===== config.mk =====
export PLATFORM = sky130hd
export DESIGN_NAME = asr_serial_routing
export DESIGN_NICKNAME = d
export VERILOG_FILES = /design/src/hw/asr_serial_routing.v
export VERILOG_INCLUDE_DIRS = /design/src /design/src/hw
export SDC_FILE = /design/constraint.sdc
export NUM_CORES = 2
export LEC_CHECK = 0
export ABC_CLOCK_PERIOD_IN_PS = 8800
export BUFFER_PORTS_ARGS = -buffer_cell sky130_fd_sc_hd__buf_2
export CAP_MARGIN = 5
export CORE_ASPECT_RATIO = 0.5
export CORE_MARGIN = 2
export CORE_UTILIZATION = 25
export DETAILED_ROUTE_END_ITERATION = 16
export PLACE_DENSITY_LB_ADDON = 0.25
export SLEW_MARGIN = 10
export SYNTH_ARGS = -nofsm -noshare
export SYNTH_HDL_FRONTEND = slang
export SYNTH_SLANG_ARGS = --single-unit

===== constraint.sdc =====
create_clock -name clk -period 8.8 [get_ports clk]
set_clock_uncertainty 0.2 [all_clocks]
set_input_delay 0.44 -clock clk [delete_from_list [all_inputs] [get_ports clk]]
set_output_delay 0.44 -clock clk [all_outputs]
set_load 0.01 [all_outputs]

===== src/hw/asr_routing_map.vh =====
`ifndef ASR_ROUTING_MAP_VH
`define ASR_ROUTING_MAP_VH

// Register offsets (byte addresses)
`define ASR_OFS_CTRL      12'h000
`define ASR_OFS_STATUS    12'h004
`define ASR_OFS_FRAMES    12'h008

// Control fields
`define ASR_CTRL_ENABLE   0
`define ASR_CTRL_FLUSH    1

// Status fields
`define ASR_ST_ACTIVE     0
`define ASR_ST_FILL_LO    1
`define ASR_ST_FILL_HI    2
`define ASR_ST_ITYPE      3
`define ASR_ST_CHAIN      4
`define ASR_ST_SPLIT      5
`define ASR_ST_SECOND     6

// Reset values
`define ASR_CTRL_RESET    1'h1
`define ASR_FRAMES_RESET  16'h0000

// Interface type select levels
`define ASR_ITYPE_PAR     1'h0
`define ASR_ITYPE_SER     1'h1

// Synchroniser depth and channel layout
`define ASR_SYNC_STAGES   2
`define ASR_CH_COUNT      8
`define ASR_CH_WIDTH      16

`endif


===== src/hw/asr_serial_routing.v =====
// Function
// [RQ1] Select pin chooses parallel (0) or serial (1)
// [RQ2] Parallel bus driven only while select low
// [RQ3] Frame sync falling edge starts serial frame
// [RQ4] Chain fourth input feeds lane D when split
// [RQ5] Chain third input feeds lane C when split
// [RQ6] Chain second input feeds lane B when enabled
// [RQ7] Chain first input always feeds lane A
// [RQ8] Board grounds chain inputs when chain disabled
// [RQ9] Split high: pair C on C, D on D
// [RQ10] Split low, B on: A+C on A, B+D on B
// [RQ11] Split low, B off: all on lane A
// [RQ12] Chain enable turns low bus bits into inputs
// [RQ13] Second select low: lane B off, A only
// [RQ14] Board grounds lane C when split low
// [RQ15] Own results first, then chain bits follow
//
// The implementer's own choices: the APB slave port and the placing of the registers.
`include "asr_routing_map.vh"
`timescale 1ns/100ps
`default_nettype none

module asr_serial_routing #(
   parameter FRAME_W = 128
)(
   // Clock and reset
   input  wire               clk,
   input  wire               rst_n,
   // APB slave
   input  wire               psel,
   input  wire               penable,
   input  wire               pwrite,
   input  wire [11:0]        paddr,
   input  wire [31:0]        pwdata,
   output reg  [31:0]        prdata,
   output wire               pready,
   output wire               pslverr,
   // Conversion results, eight channels, channel A0 in the top bits
   input  wire               resValid,
   input  wire [FRAME_W-1:0] resData,
   output wire               resReady,
   // Mode pins
   input  wire               interfaceTypeSelect,
   input  wire               chainInputEnable,
   input  wire               pairSplitSelect,
   input  wire               secondOutputSelect,
   // Serial link pins
   input  wire               serialClk,
   input  wire               frameSyncStrobe_n,
   output wire               serialLaneA,
   output wire               serialLaneB,
   output wire               serialLaneC,
   output wire               serialLaneD,
   // Shared parallel bus; low bits double as chain inputs
   input  wire [15:0]        dbIn,
   output reg  [15:0]        dbOut,
   output reg                dbOe_n
);

   localparam CW    = `ASR_CH_WIDTH;
   localparam NSYNC = 9;

   ////////////////////////////////////////////////////////////////////////////////////////////
   // Pin synchronisers

   reg  [NSYNC-1:0] syncA_ff;
   reg  [NSYNC-1:0] syncB_ff;
   reg              sclkPrev_ff;
   reg              fsPrev_ff;

   always @(posedge clk)
   begin
      if (!rst_n)
      begin
         syncA_ff    <= 9'h100;
         syncB_ff    <= 9'h100;
         sclkPrev_ff <= 1'b0;
         fsPrev_ff   <= 1'b1;
      end
      else
      begin
         syncA_ff    <= {frameSyncStrobe_n, serialClk, interfaceTypeSelect, chainInputEnable,
                         pairSplitSelect, secondOutputSelect, 3'h0};
         syncB_ff    <= syncA_ff;
         sclkPrev_ff <= syncB_ff[7];
         fsPrev_ff   <= syncB_ff[8];
      end
   end

   reg  [3:0] chainA_ff;
   reg  [3:0] chainB_ff;

   always @(posedge clk)
   begin
      if (!rst_n)
      begin
         chainA_ff <= 4'h0;
         chainB_ff <= 4'h0;
      end
      else
      begin
         chainA_ff <= dbIn[3:0];
         chainB_ff <= chainA_ff;
      end
   end

   wire fsSync     = syncB_ff[8];
   wire sclkSync   = syncB_ff[7];
   wire isSerial   = (syncB_ff[6] == `ASR_ITYPE_SER);                        // [RQ1]
   wire chainEn    = syncB_ff[5] & isSerial;                                 // [RQ12]
   wire splitSel   = syncB_ff[4];
   wire secondSel  = syncB_ff[3];
   wire sclkFall   = sclkPrev_ff & ~sclkSync;
   wire fsFall     = fsPrev_ff & ~fsSync;
   wire fsRise     = ~fsPrev_ff & fsSync;

   ////////////////////////////////////////////////////////////////////////////////////////////
   // Two-entry result buffer

   reg  [FRAME_W-1:0] bufMem_ff [0:1];
   reg                wrPtr_ff;
   reg                rdPtr_ff;
   reg  [1:0]         fill_ff;
   reg                ctrlEnable_ff;
   reg                flushReq_ff;
   wire               pop;

   assign resReady = (fill_ff != 2'h2) & ~flushReq_ff;
   wire   push     = resValid & resReady;
   wire   headValid = (fill_ff != 2'h0);
   wire [FRAME_W-1:0] head = bufMem_ff[rdPtr_ff];

   always @(posedge clk)
   begin
      if (!rst_n)
      begin
         wrPtr_ff <= 1'b0;
         rdPtr_ff <= 1'b0;
         fill_ff  <= 2'h0;
      end
      else if (flushReq_ff)
      begin
         wrPtr_ff <= 1'b0;
         rdPtr_ff <= 1'b0;
         fill_ff  <= 2'h0;
      end
      else
      begin
         if (push)
            wrPtr_ff <= ~wrPtr_ff;
         if (pop)
            rdPtr_ff <= ~rdPtr_ff;
         if (push & ~pop)
            fill_ff <= fill_ff + 2'h1;
         else if (pop & ~push)
            fill_ff <= fill_ff - 2'h1;
      end
   end

   always @(posedge clk)
   begin
      if (push)
         bufMem_ff[wrPtr_ff] <= resData;
   end

   ////////////////////////////////////////////////////////////////////////////////////////////
   // Lane routing at frame start

   wire [CW-1:0] ch0 = head[FRAME_W-1 -: CW];
   wire [CW-1:0] ch1 = head[FRAME_W-1-CW -: CW];
   wire [CW-1:0] ch2 = head[FRAME_W-1-2*CW -: CW];
   wire [CW-1:0] ch3 = head[FRAME_W-1-3*CW -: CW];
   wire [CW-1:0] ch4 = head[FRAME_W-1-4*CW -: CW];
   wire [CW-1:0] ch5 = head[FRAME_W-1-5*CW -: CW];
   wire [CW-1:0] ch6 = head[FRAME_W-1-6*CW -: CW];
   wire [CW-1:0] ch7 = head[FRAME_W-1-7*CW -: CW];

   reg [FRAME_W-1:0] loadA;
   reg [FRAME_W-1:0] loadB;
   reg [FRAME_W-1:0] loadC;
   reg [FRAME_W-1:0] loadD;

   always @*
   begin
      loadA = {FRAME_W{1'b0}};
      loadB = {FRAME_W{1'b0}};
      loadC = {FRAME_W{1'b0}};
      loadD = {FRAME_W{1'b0}};
      if (headValid)
      begin
         if (splitSel)
         begin
            loadC = {ch4, ch5, {(FRAME_W-2*CW){1'b0}}};                     // [RQ9]
            loadD = {ch6, ch7, {(FRAME_W-2*CW){1'b0}}};                     // [RQ9]
            if (secondSel)
            begin
               loadA = {ch0, ch1, {(FRAME_W-2*CW){1'b0}}};
               loadB = {ch2, ch3, {(FRAME_W-2*CW){1'b0}}};
            end
            else
               loadA = {ch0, ch1, ch2, ch3, {(FRAME_W-4*CW){1'b0}}};        // [RQ13]
         end
         else if (secondSel)
         begin
            loadA = {ch0, ch1, ch4, ch5, {(FRAME_W-4*CW){1'b0}}};           // [RQ10]
            loadB = {ch2, ch3, ch6, ch7, {(FRAME_W-4*CW){1'b0}}};           // [RQ10]
         end
         else
            loadA = head;                                                   // [RQ11] [RQ13]
      end
   end

   ////////////////////////////////////////////////////////////////////////////////////////////
   // Serial frame engine

   reg  [FRAME_W-1:0] shiftA_ff;
   reg  [FRAME_W-1:0] shiftB_ff;
   reg  [FRAME_W-1:0] shiftC_ff;
   reg  [FRAME_W-1:0] shiftD_ff;
   reg                frameActive_ff;
   reg  [15:0]        frames_ff;

   wire serRun    = isSerial & ctrlEnable_ff;
   wire frameGo   = serRun & fsFall & ~frameActive_ff;                      // [RQ3]
   wire serPop    = frameGo & headValid;

   wire chainBitA = chainEn & chainB_ff[3];                                  // [RQ7]
   wire chainBitB = chainEn & secondSel & chainB_ff[2];                      // [RQ6]
   wire chainBitC = chainEn & splitSel & chainB_ff[1];                       // [RQ5]
   wire chainBitD = chainEn & splitSel & chainB_ff[0];                       // [RQ4]

   always @(posedge clk)
   begin
      if (!rst_n)
      begin
         shiftA_ff      <= {FRAME_W{1'b0}};
         shiftB_ff      <= {FRAME_W{1'b0}};
         shiftC_ff      <= {FRAME_W{1'b0}};
         shiftD_ff      <= {FRAME_W{1'b0}};
         frameActive_ff <= 1'b0;
      end
      else if (frameGo)
      begin
         shiftA_ff      <= loadA;
         shiftB_ff      <= loadB;
         shiftC_ff      <= loadC;
         shiftD_ff      <= loadD;
         frameActive_ff <= 1'b1;
      end
      else if (frameActive_ff & (fsRise | ~isSerial))
      begin
         shiftA_ff      <= {FRAME_W{1'b0}};
         shiftB_ff      <= {FRAME_W{1'b0}};
         shiftC_ff      <= {FRAME_W{1'b0}};
         shiftD_ff      <= {FRAME_W{1'b0}};
         frameActive_ff <= 1'b0;
      end
      else if (frameActive_ff & sclkFall)
      begin
         shiftA_ff <= {shiftA_ff[FRAME_W-2:0], chainBitA};                   // [RQ15]
         shiftB_ff <= {shiftB_ff[FRAME_W-2:0], chainBitB};                   // [RQ15]
         shiftC_ff <= {shiftC_ff[FRAME_W-2:0], chainBitC};                   // [RQ15]
         shiftD_ff <= {shiftD_ff[FRAME_W-2:0], chainBitD};                   // [RQ15]
      end
   end

   assign serialLaneA = shiftA_ff[FRAME_W-1];
   assign serialLaneB = shiftB_ff[FRAME_W-1];
   assign serialLaneC = shiftC_ff[FRAME_W-1];
   assign serialLaneD = shiftD_ff[FRAME_W-1];

   ////////////////////////////////////////////////////////////////////////////////////////////
   // Parallel read-out: one word per chip-select pulse

   reg  [2:0] parIdx_ff;
   wire       csLow    = ~fsSync;
   wire       parMode  = ~isSerial & ctrlEnable_ff;
   wire       parStep  = parMode & fsRise & headValid;
   wire       parPop   = parStep & (parIdx_ff == 3'h7);

   assign pop = serPop | parPop;

   always @(posedge clk)
   begin
      if (!rst_n)
      begin
         parIdx_ff <= 3'h0;
         dbOut     <= 16'h0000;
         dbOe_n    <= 1'b1;
      end
      else
      begin
         if (parStep)
            parIdx_ff <= parIdx_ff + 3'h1;
         else if (flushReq_ff)
            parIdx_ff <= 3'h0;
         dbOut  <= headValid ? head[FRAME_W-1-CW*parIdx_ff -: CW] : 16'h0000;
         dbOe_n <= ~(parMode & csLow & headValid);                           // [RQ2]
      end
   end

   ////////////////////////////////////////////////////////////////////////////////////////////
   // APB register file

   wire apbSetup  = psel & ~penable;
   wire apbAccess = psel & penable;
   wire mapped    = (paddr == `ASR_OFS_CTRL) | (paddr == `ASR_OFS_STATUS) | (paddr == `ASR_OFS_FRAMES);
   wire wrCtrl    = apbAccess & pwrite & (paddr == `ASR_OFS_CTRL);
   wire wrFrames  = apbAccess & pwrite & (paddr == `ASR_OFS_FRAMES);

   assign pready  = 1'b1;
   assign pslverr = apbAccess & ~mapped;

   always @(posedge clk)
   begin
      if (!rst_n)
      begin
         ctrlEnable_ff <= `ASR_CTRL_RESET;
         flushReq_ff   <= 1'b0;
         frames_ff     <= `ASR_FRAMES_RESET;
         prdata        <= 32'h00000000;
      end
      else
      begin
         if (wrCtrl)
            ctrlEnable_ff <= pwdata[`ASR_CTRL_ENABLE];
         flushReq_ff <= wrCtrl & pwdata[`ASR_CTRL_FLUSH];
         if (frameGo)
            frames_ff <= wrFrames ? 16'h0001 : frames_ff + 16'h0001;
         else if (wrFrames)
            frames_ff <= `ASR_FRAMES_RESET;
         if (apbSetup)
         begin
            prdata <= 32'h00000000;
            case (paddr)
               `ASR_OFS_CTRL:
                  prdata[`ASR_CTRL_ENABLE] <= ctrlEnable_ff;
               `ASR_OFS_STATUS:
               begin
                  prdata[`ASR_ST_ACTIVE]                     <= frameActive_ff;
                  prdata[`ASR_ST_FILL_HI:`ASR_ST_FILL_LO]    <= fill_ff;
                  prdata[`ASR_ST_ITYPE]                      <= isSerial;
                  prdata[`ASR_ST_CHAIN]                      <= chainEn;
                  prdata[`ASR_ST_SPLIT]                      <= splitSel;
                  prdata[`ASR_ST_SECOND]                     <= secondSel;
               end
               `ASR_OFS_FRAMES:
                  prdata[15:0] <= frames_ff;
               default:
                  prdata <= 32'h00000000;
            endcase
         end
      end
   end

endmodule // asr_serial_routing

`default_nettype wire


# [Yosys cells after proc, flatten, opt, wreduce, memory -nomap -nowiden]
# Memory sizes are Yosys's and may differ from the RTL's. A register that Yosys moved wholly into a read port is not among the register bits.
# Index checks and enable logic that the tools add are counted.
# W data, S select, Z words.
[totals] elab_cells=133 output_inout_bits=56 n_memories=1 inputBits=200 latchBits=0 regBits=599 ram_bits=256 mem_bits_ro=0
[memory_table] name="bufMem_ff" words=2 width=128 rd=1 rd_ports_with_merged_regs=1 wr=1 line_no="asr_serial_routing.v:120" source="reg [FRAME_W-1:0] bufMem_ff [0:1];"
[classes] eq_ne=4 shift=1 reduce_logical=9 div=0 n_addsub=5 bitwise_logic=51 n_mux=40 n_lt_le_gt_ge=0 multipliers=0
[ops] op="$mux W128" n=21
[ops] op="$mux W96" n=3
[ops] op="$shiftx A143 B33 Y16" n=1
[ops] op="$mux W16" n=3
[ops] op="$and A1 B1 Y1" n=33
[ops] op="$add A16 B1 Y16 const B" n=1
[ops] op="$not A1 Y1" n=14
[ops] op="$eq A12 B3 Y1 const B" n=1
[ops] op="$eq A12 B4 Y1 const B" n=1
[ops] op="$logic_not A12 Y1" n=1
[ops] op="$pmux W6 S2" n=1
[ops] op="$reduce_bool A2 Y1" n=5
[ops] op="$mux W9" n=1
[ops] op="$sub A7 B7 Y8 const A" n=1
[ops] op="$mux W1" n=6
[ops] op="$mux W3" n=2
[ops] op="$mux W2" n=2
[ops] op="$or A1 B1 Y1" n=4
[ops] op="$add A3 B1 Y3 const B" n=1
[ops] op="$eq A3 B3 Y1 const B" n=1
[ops] op="$pmux W1 S3" n=1
[ops] op="$reduce_bool A3 Y1" n=1
[ops] op="$add A2 B1 Y2 const B" n=1
[ops] op="$ne A2 B2 Y1 const B" n=1
[ops] op="3 further kinds" n=3

# [Longest topological paths before layout]
[depth] depth_word=9 mapped_depth=11 ltp_nobuf=8

# [Worst setup path after synthesis]
# No wires, ideal clock.
[synth_timing] path_type="register to register" from="register fill_ff[0]" to="memory bufMem_ff[0][0] (enable)" setup_slack_ns=1.399 arrival_ns=6.569 stages_incl_launch_ff=4 required_time_ns=7.968 path_cell_list="dfxtp_1 inv_1 a211oi_1 nor2b_1"
[synth_between] elab_chain_cells=5
[synth_rtl] element="start: declaration" line_no="asr_serial_routing.v:123" source="reg [1:0] fill_ff;"
[synth_rtl] element="start signal: assignment" line_no="asr_serial_routing.v:154" source="fill_ff <= fill_ff + 2'h1;"
[synth_rtl] element="start signal: assignment" line_no="asr_serial_routing.v:156" source="fill_ff <= fill_ff - 2'h1;"
[synth_rtl] element="$ne A2 B2 Y1" line_no="asr_serial_routing.v:128" source="assign resReady = (fill_ff != 2'h2) & ~flushReq_ff;"
[synth_rtl] element="$and A1 B1 Y1" line_no="asr_serial_routing.v:128"
[synth_rtl] element="$and A1 B1 Y1" line_no="asr_serial_routing.v:129" source="wire push = resValid & resReady;"
[synth_rtl] element="$mux W1" line_no="asr_serial_routing.v:162" source="if (push)"
[synth_rtl] element="$mux W1 (not written as such)" line_no="asr_serial_routing.v:163" source="bufMem_ff[wrPtr_ff] <= resData;"
[synth_rtl] element="end: declaration" line_no="asr_serial_routing.v:120"
# No other way between the ends.

# [Worst setup path after layout]
[layout_timing] from="register syncB_ff[6]" to="register shiftA_ff[30]"
[layout_between] elab_chain_cells=5 word_cells_on_any_way=9
[layout_rtl] element="start: declaration" line_no="asr_serial_routing.v:67" source="reg [NSYNC-1:0] syncB_ff;"
[layout_rtl] element="start signal: assignment" line_no="asr_serial_routing.v:84" source="syncB_ff <= syncA_ff;"
[layout_rtl] element="$not A1 Y1" line_no="asr_serial_routing.v:250" source="else if (frameActive_ff & (fsRise | ~isSerial))"
[layout_rtl] element="$or A1 B1 Y1" line_no="asr_serial_routing.v:250"
[layout_rtl] element="$and A1 B1 Y1" line_no="asr_serial_routing.v:250"
[layout_rtl] element="$mux W128" line_no="asr_serial_routing.v:250"
[layout_rtl] element="$mux W128" line_no="asr_serial_routing.v:242" source="else if (frameGo)"
[layout_rtl] element="end signal: assignment" line_no="asr_serial_routing.v:244" source="shiftA_ff <= loadA;"
[layout_rtl] element="end signal: assignment" line_no="asr_serial_routing.v:252" source="shiftA_ff <= {FRAME_W{1'b0}};"
[layout_rtl] element="end signal: assignment" line_no="asr_serial_routing.v:260" source="shiftA_ff <= {shiftA_ff[FRAME_W-2:0], chainBitA};"
[layout_rtl] element="end: declaration" line_no="asr_serial_routing.v:216" source="reg [FRAME_W-1:0] shiftA_ff;"
# Parallel ways exist; a longest one is shown, timed or not.
# A chain may end at the register's enable or synchronous reset.

==> flow_summary.toml <==
[grt]
grt_pass1_wl_mm = 147
antenna_found_initial = 5
overflow = 0
grt_max_degree = 252
grt_usage = 0.136
grt_pass1_vias = 24309

[setup_path]
critPathMaxFanout = 63
critPathLaunch = "syncB_ff[6]"
cp-start-kind = "flip-flop"
critPathMaxStageDelay_ns = 0.69
cp_slowest_cell = "buf_4"
path_class = "flip-flop to flip-flop"
cp.required_ns = 9.20
r2r_slack_ns = 4.85
worstSetupEndpointType = "flip-flop"
worstPathCellList = "nor2b_1, nand2_1, nand3_4, buf_4, buf_4, o211a_1"
cp_data_arrival_time_ns = 4.35
path_common_cell = "buf_4"
r2r_start = "syncB_ff[6]"

[routing]
dr_total_vias = 25457
totalWireLength_mm = 96.7
wl_per_cell_um = 18.3
drtAntennaViolNets = 0
viasPerCell = 4.83
drc = 0
firstDrtPassIters = 7
drtIter0Drc = 2365

[cells_and_area]
nNetsFinal = 3608
diodes = 0
syn_to_final_growth_pct = 20.5
drive_above_1_share = 0.127
finalInstanceArea_um2 = 40700
final_cells = 5269

[placed_design]
gp_congestion = 0.784
hpwl_mm = 57.9
placed_cell_area_um2 = 36300
place_inst = 4965
io_buffers = 196

[min_path]
hold_class = "input port to flip-flop"
min_from = "resValid"

[power]
power.leakage_nw = 17.3
powerDensity_nw_per_um2 = 214
worst_ir_drop_vdd_mv = 0.144

[timing]
rsz0062_at_grt = "false"
drv_slew = 0
finalSetupViolCount = 0
fin_crit_ns = 3.95
max_slew_margin = 0.152
timing.fmax_mhz = 253
final.setup.tns_ns = 0
worst_pin_slew_ns = 1.27
hold_violations = 0
fin_crit_sh = 0.449

[clock_tree]
path_clk_slew_ns = 0.06
clockBufferDepth = 3
cts_tree = "yes"
cts_buffers = 87
ctsResizeCount = 0
htreeDepth = 3
clock_insertion_delay_worst_skew_ns = 0.67
cts-hold-fix-buffers = 144
cts.sinks = 850
postCtsSetupBuffers = 0
root_buffer = "clkbuf_16"

[yosys]
ys_seq_area_frac = 0.579
synth_top_area_cell = "dfxtp_1"
synth_cell_types = 55
synth-seq-cells = 850
yosys_warnings = 0
synth_top_area_frac = 0.352
syn_inst = 3230
synth.avg_cell_area_um2 = 10.5
synthFlopType = "dfxtp_1"
synth_area_leaders = "dfxtp_1, edfxtp_1, o211a_1"
netlist_area_um2 = 33800
synthArstFlopShare = 0
synth_edf_count = 256

[run_status]
status = "complete, no violations"

[floorplanning]
core_um2 = 134000
die_h_um = 264
fp.dieW_um = 524
dieArea_um2 = 138000
start_util = 0.252
ios = 256
fp-row-count = 95

[job]
cap_violations = 0
-- synth_stat cells (4+ instances only) --
library cell,instances
a221oi_1,5
o32ai_1,256
nor2_1,283
nor3b_1,4
mux2i_1,131
nand4_1,11
buf_2,51
clkbuf_1,232
a311o_1,15
nor2b_1,6
or3_1,10
buf_4,18
nand3_1,15
o22a_1,33
nand2_1,578
inv_1,10
and3_1,17
dfxtp_1,594
buf_1,18
o21ai_0,15
xor2_1,4
nand2b_1,10
a21oi_1,270
edfxtp_1,256
ha_1,4
and2_1,22
nor3_1,9
mux2_2,34
a22o_1,9
o22ai_1,15
xnor2_1,7
o211a_1,255
-- path summary, 6_finish.rpt --
path,depth (start not counted),to
min reg2reg,1,syncB_ff[8]
max,6,shiftA_ff[30]
max reg2reg,6,shiftA_ff[30]
min,5,wrPtr_ff
-- area by class of cell --
class / instances / area, um^2
Inverter: 10 / 37.5
Sequential cell: 850 / 19600
Clock inverter: 38 / 438
Tap cell: 1794 / 2240
Timing Repair Buffer: 389 / 2880
Fill cell: 13854 / 93600
Multi-Input combinational cell: 2066 / 13000
Clock buffer: 122 / 2560
-- critical path, delay by kind of cell (launching register included) --
kind,cells,cell delay (ns)
simple gates,3,1.44
compound gates,1,0.21
buf+inv,2,1.27
flops,1,0.62
-- flip-flops by register name, summed over array words and instances, names as in the netlist, 2 cells and up, named ones only --
register   count
chainB_ff      4
shiftD_ff    128
frames_ff     16
shiftA_ff    128
prdata        16
shiftB_ff    128
dbOut         16
chainA_ff      4
bufMem_ff    256
fill_ff        2
parIdx_ff      3
shiftC_ff    128
syncB_ff       6
syncA_ff       6
-- logic make-up (layout without fill, tap and decap cells) --
logic type	after synthesis	in the layout	synth area share
AND/OR/NAND/NOR	988	988	0.121
adder cells (fa/ha/maj)	4	4	0.00148
flip-flops	850	850	0.579
other	2	17	0.000222
AO/OA/AOI/OAI	881	881	0.205
XOR/XNOR	11	11	0.00285
multiplexers	165	165	0.0501
buffers and inverters	329	559	0.0404
-- metrics by stage --
step | setup slack, ns | total power [mW] | hold WS (ns) | util
3_5_place_dp | 4.95 | 4.90 | 0.205 | 0.270
5_1_grt | 4.58 | 9.05 | 0.0614 | 0.303
4_1_cts | 4.91 | 8.86 | 0.0173 | 0.303
2_1_floorplan | 1.40 | 4.64 | 0.186 | -
6_report | 4.85 | 8.73 | 0.0586 | 0.303
3_3_place_gp | 4.98 | 4.89 | 0.203 | 0.270
-- placed cells by master (no fill, tap or decap), types with 3 or more instances in the layout --
| cell type | count |
|---|---|
| nor3_1 | 8 |
| clkbuf_1 | 17 |
| o22ai_1 | 15 |
| mux2i_1 | 131 |
| clkbuf_16 | 93 |
| a21oi_1 | 269 |
| a221oi_1 | 5 |
| clkinv_2 | 17 |
| edfxtp_1 | 256 |
| and2_1 | 21 |
| ha_1 | 4 |
| o32ai_1 | 256 |
| nor2b_1 | 5 |
| or3_1 | 10 |
| nand2_1 | 578 |
| dfxtp_1 | 592 |
| a311o_1 | 15 |
| dlygate4sd3_1 | 144 |
| o211a_1 | 255 |
| xnor2_1 | 7 |
| clkinv_1 | 5 |
| or4_4 | 3 |
| o21ai_0 | 15 |
| nand3_1 | 12 |
| conb_1 | 17 |
| bufinv_16 | 9 |
| nand4_1 | 11 |
| clkbuf_8 | 12 |
| nor3b_1 | 3 |
| and3_1 | 17 |
| mux2_2 | 34 |
| a22o_1 | 9 |
| xor2_1 | 4 |
| nand2b_1 | 10 |
| buf_2 | 195 |
| buf_12 | 6 |
| inv_1 | 9 |
| nor2_1 | 282 |
| buf_4 | 43 |
| o22a_1 | 33 |
-- routing by layer --
layer | track usage | wire length [um]
met5 | 0 | 55
met4 | 0.0504 | 3220
met3 | 0.0268 | 4780
met2 | 0.224 | 46600
met1 | 0.175 | 42000
-- report_power, final --
group,total (mW),switching [mW],internal [mW]
Clock,3.88,1.58,2.29
Combinational,0.591,0.385,0.206
Sequential,4.26,0.0512,4.21
Note: power is estimated with default switching activity, not from simulation.
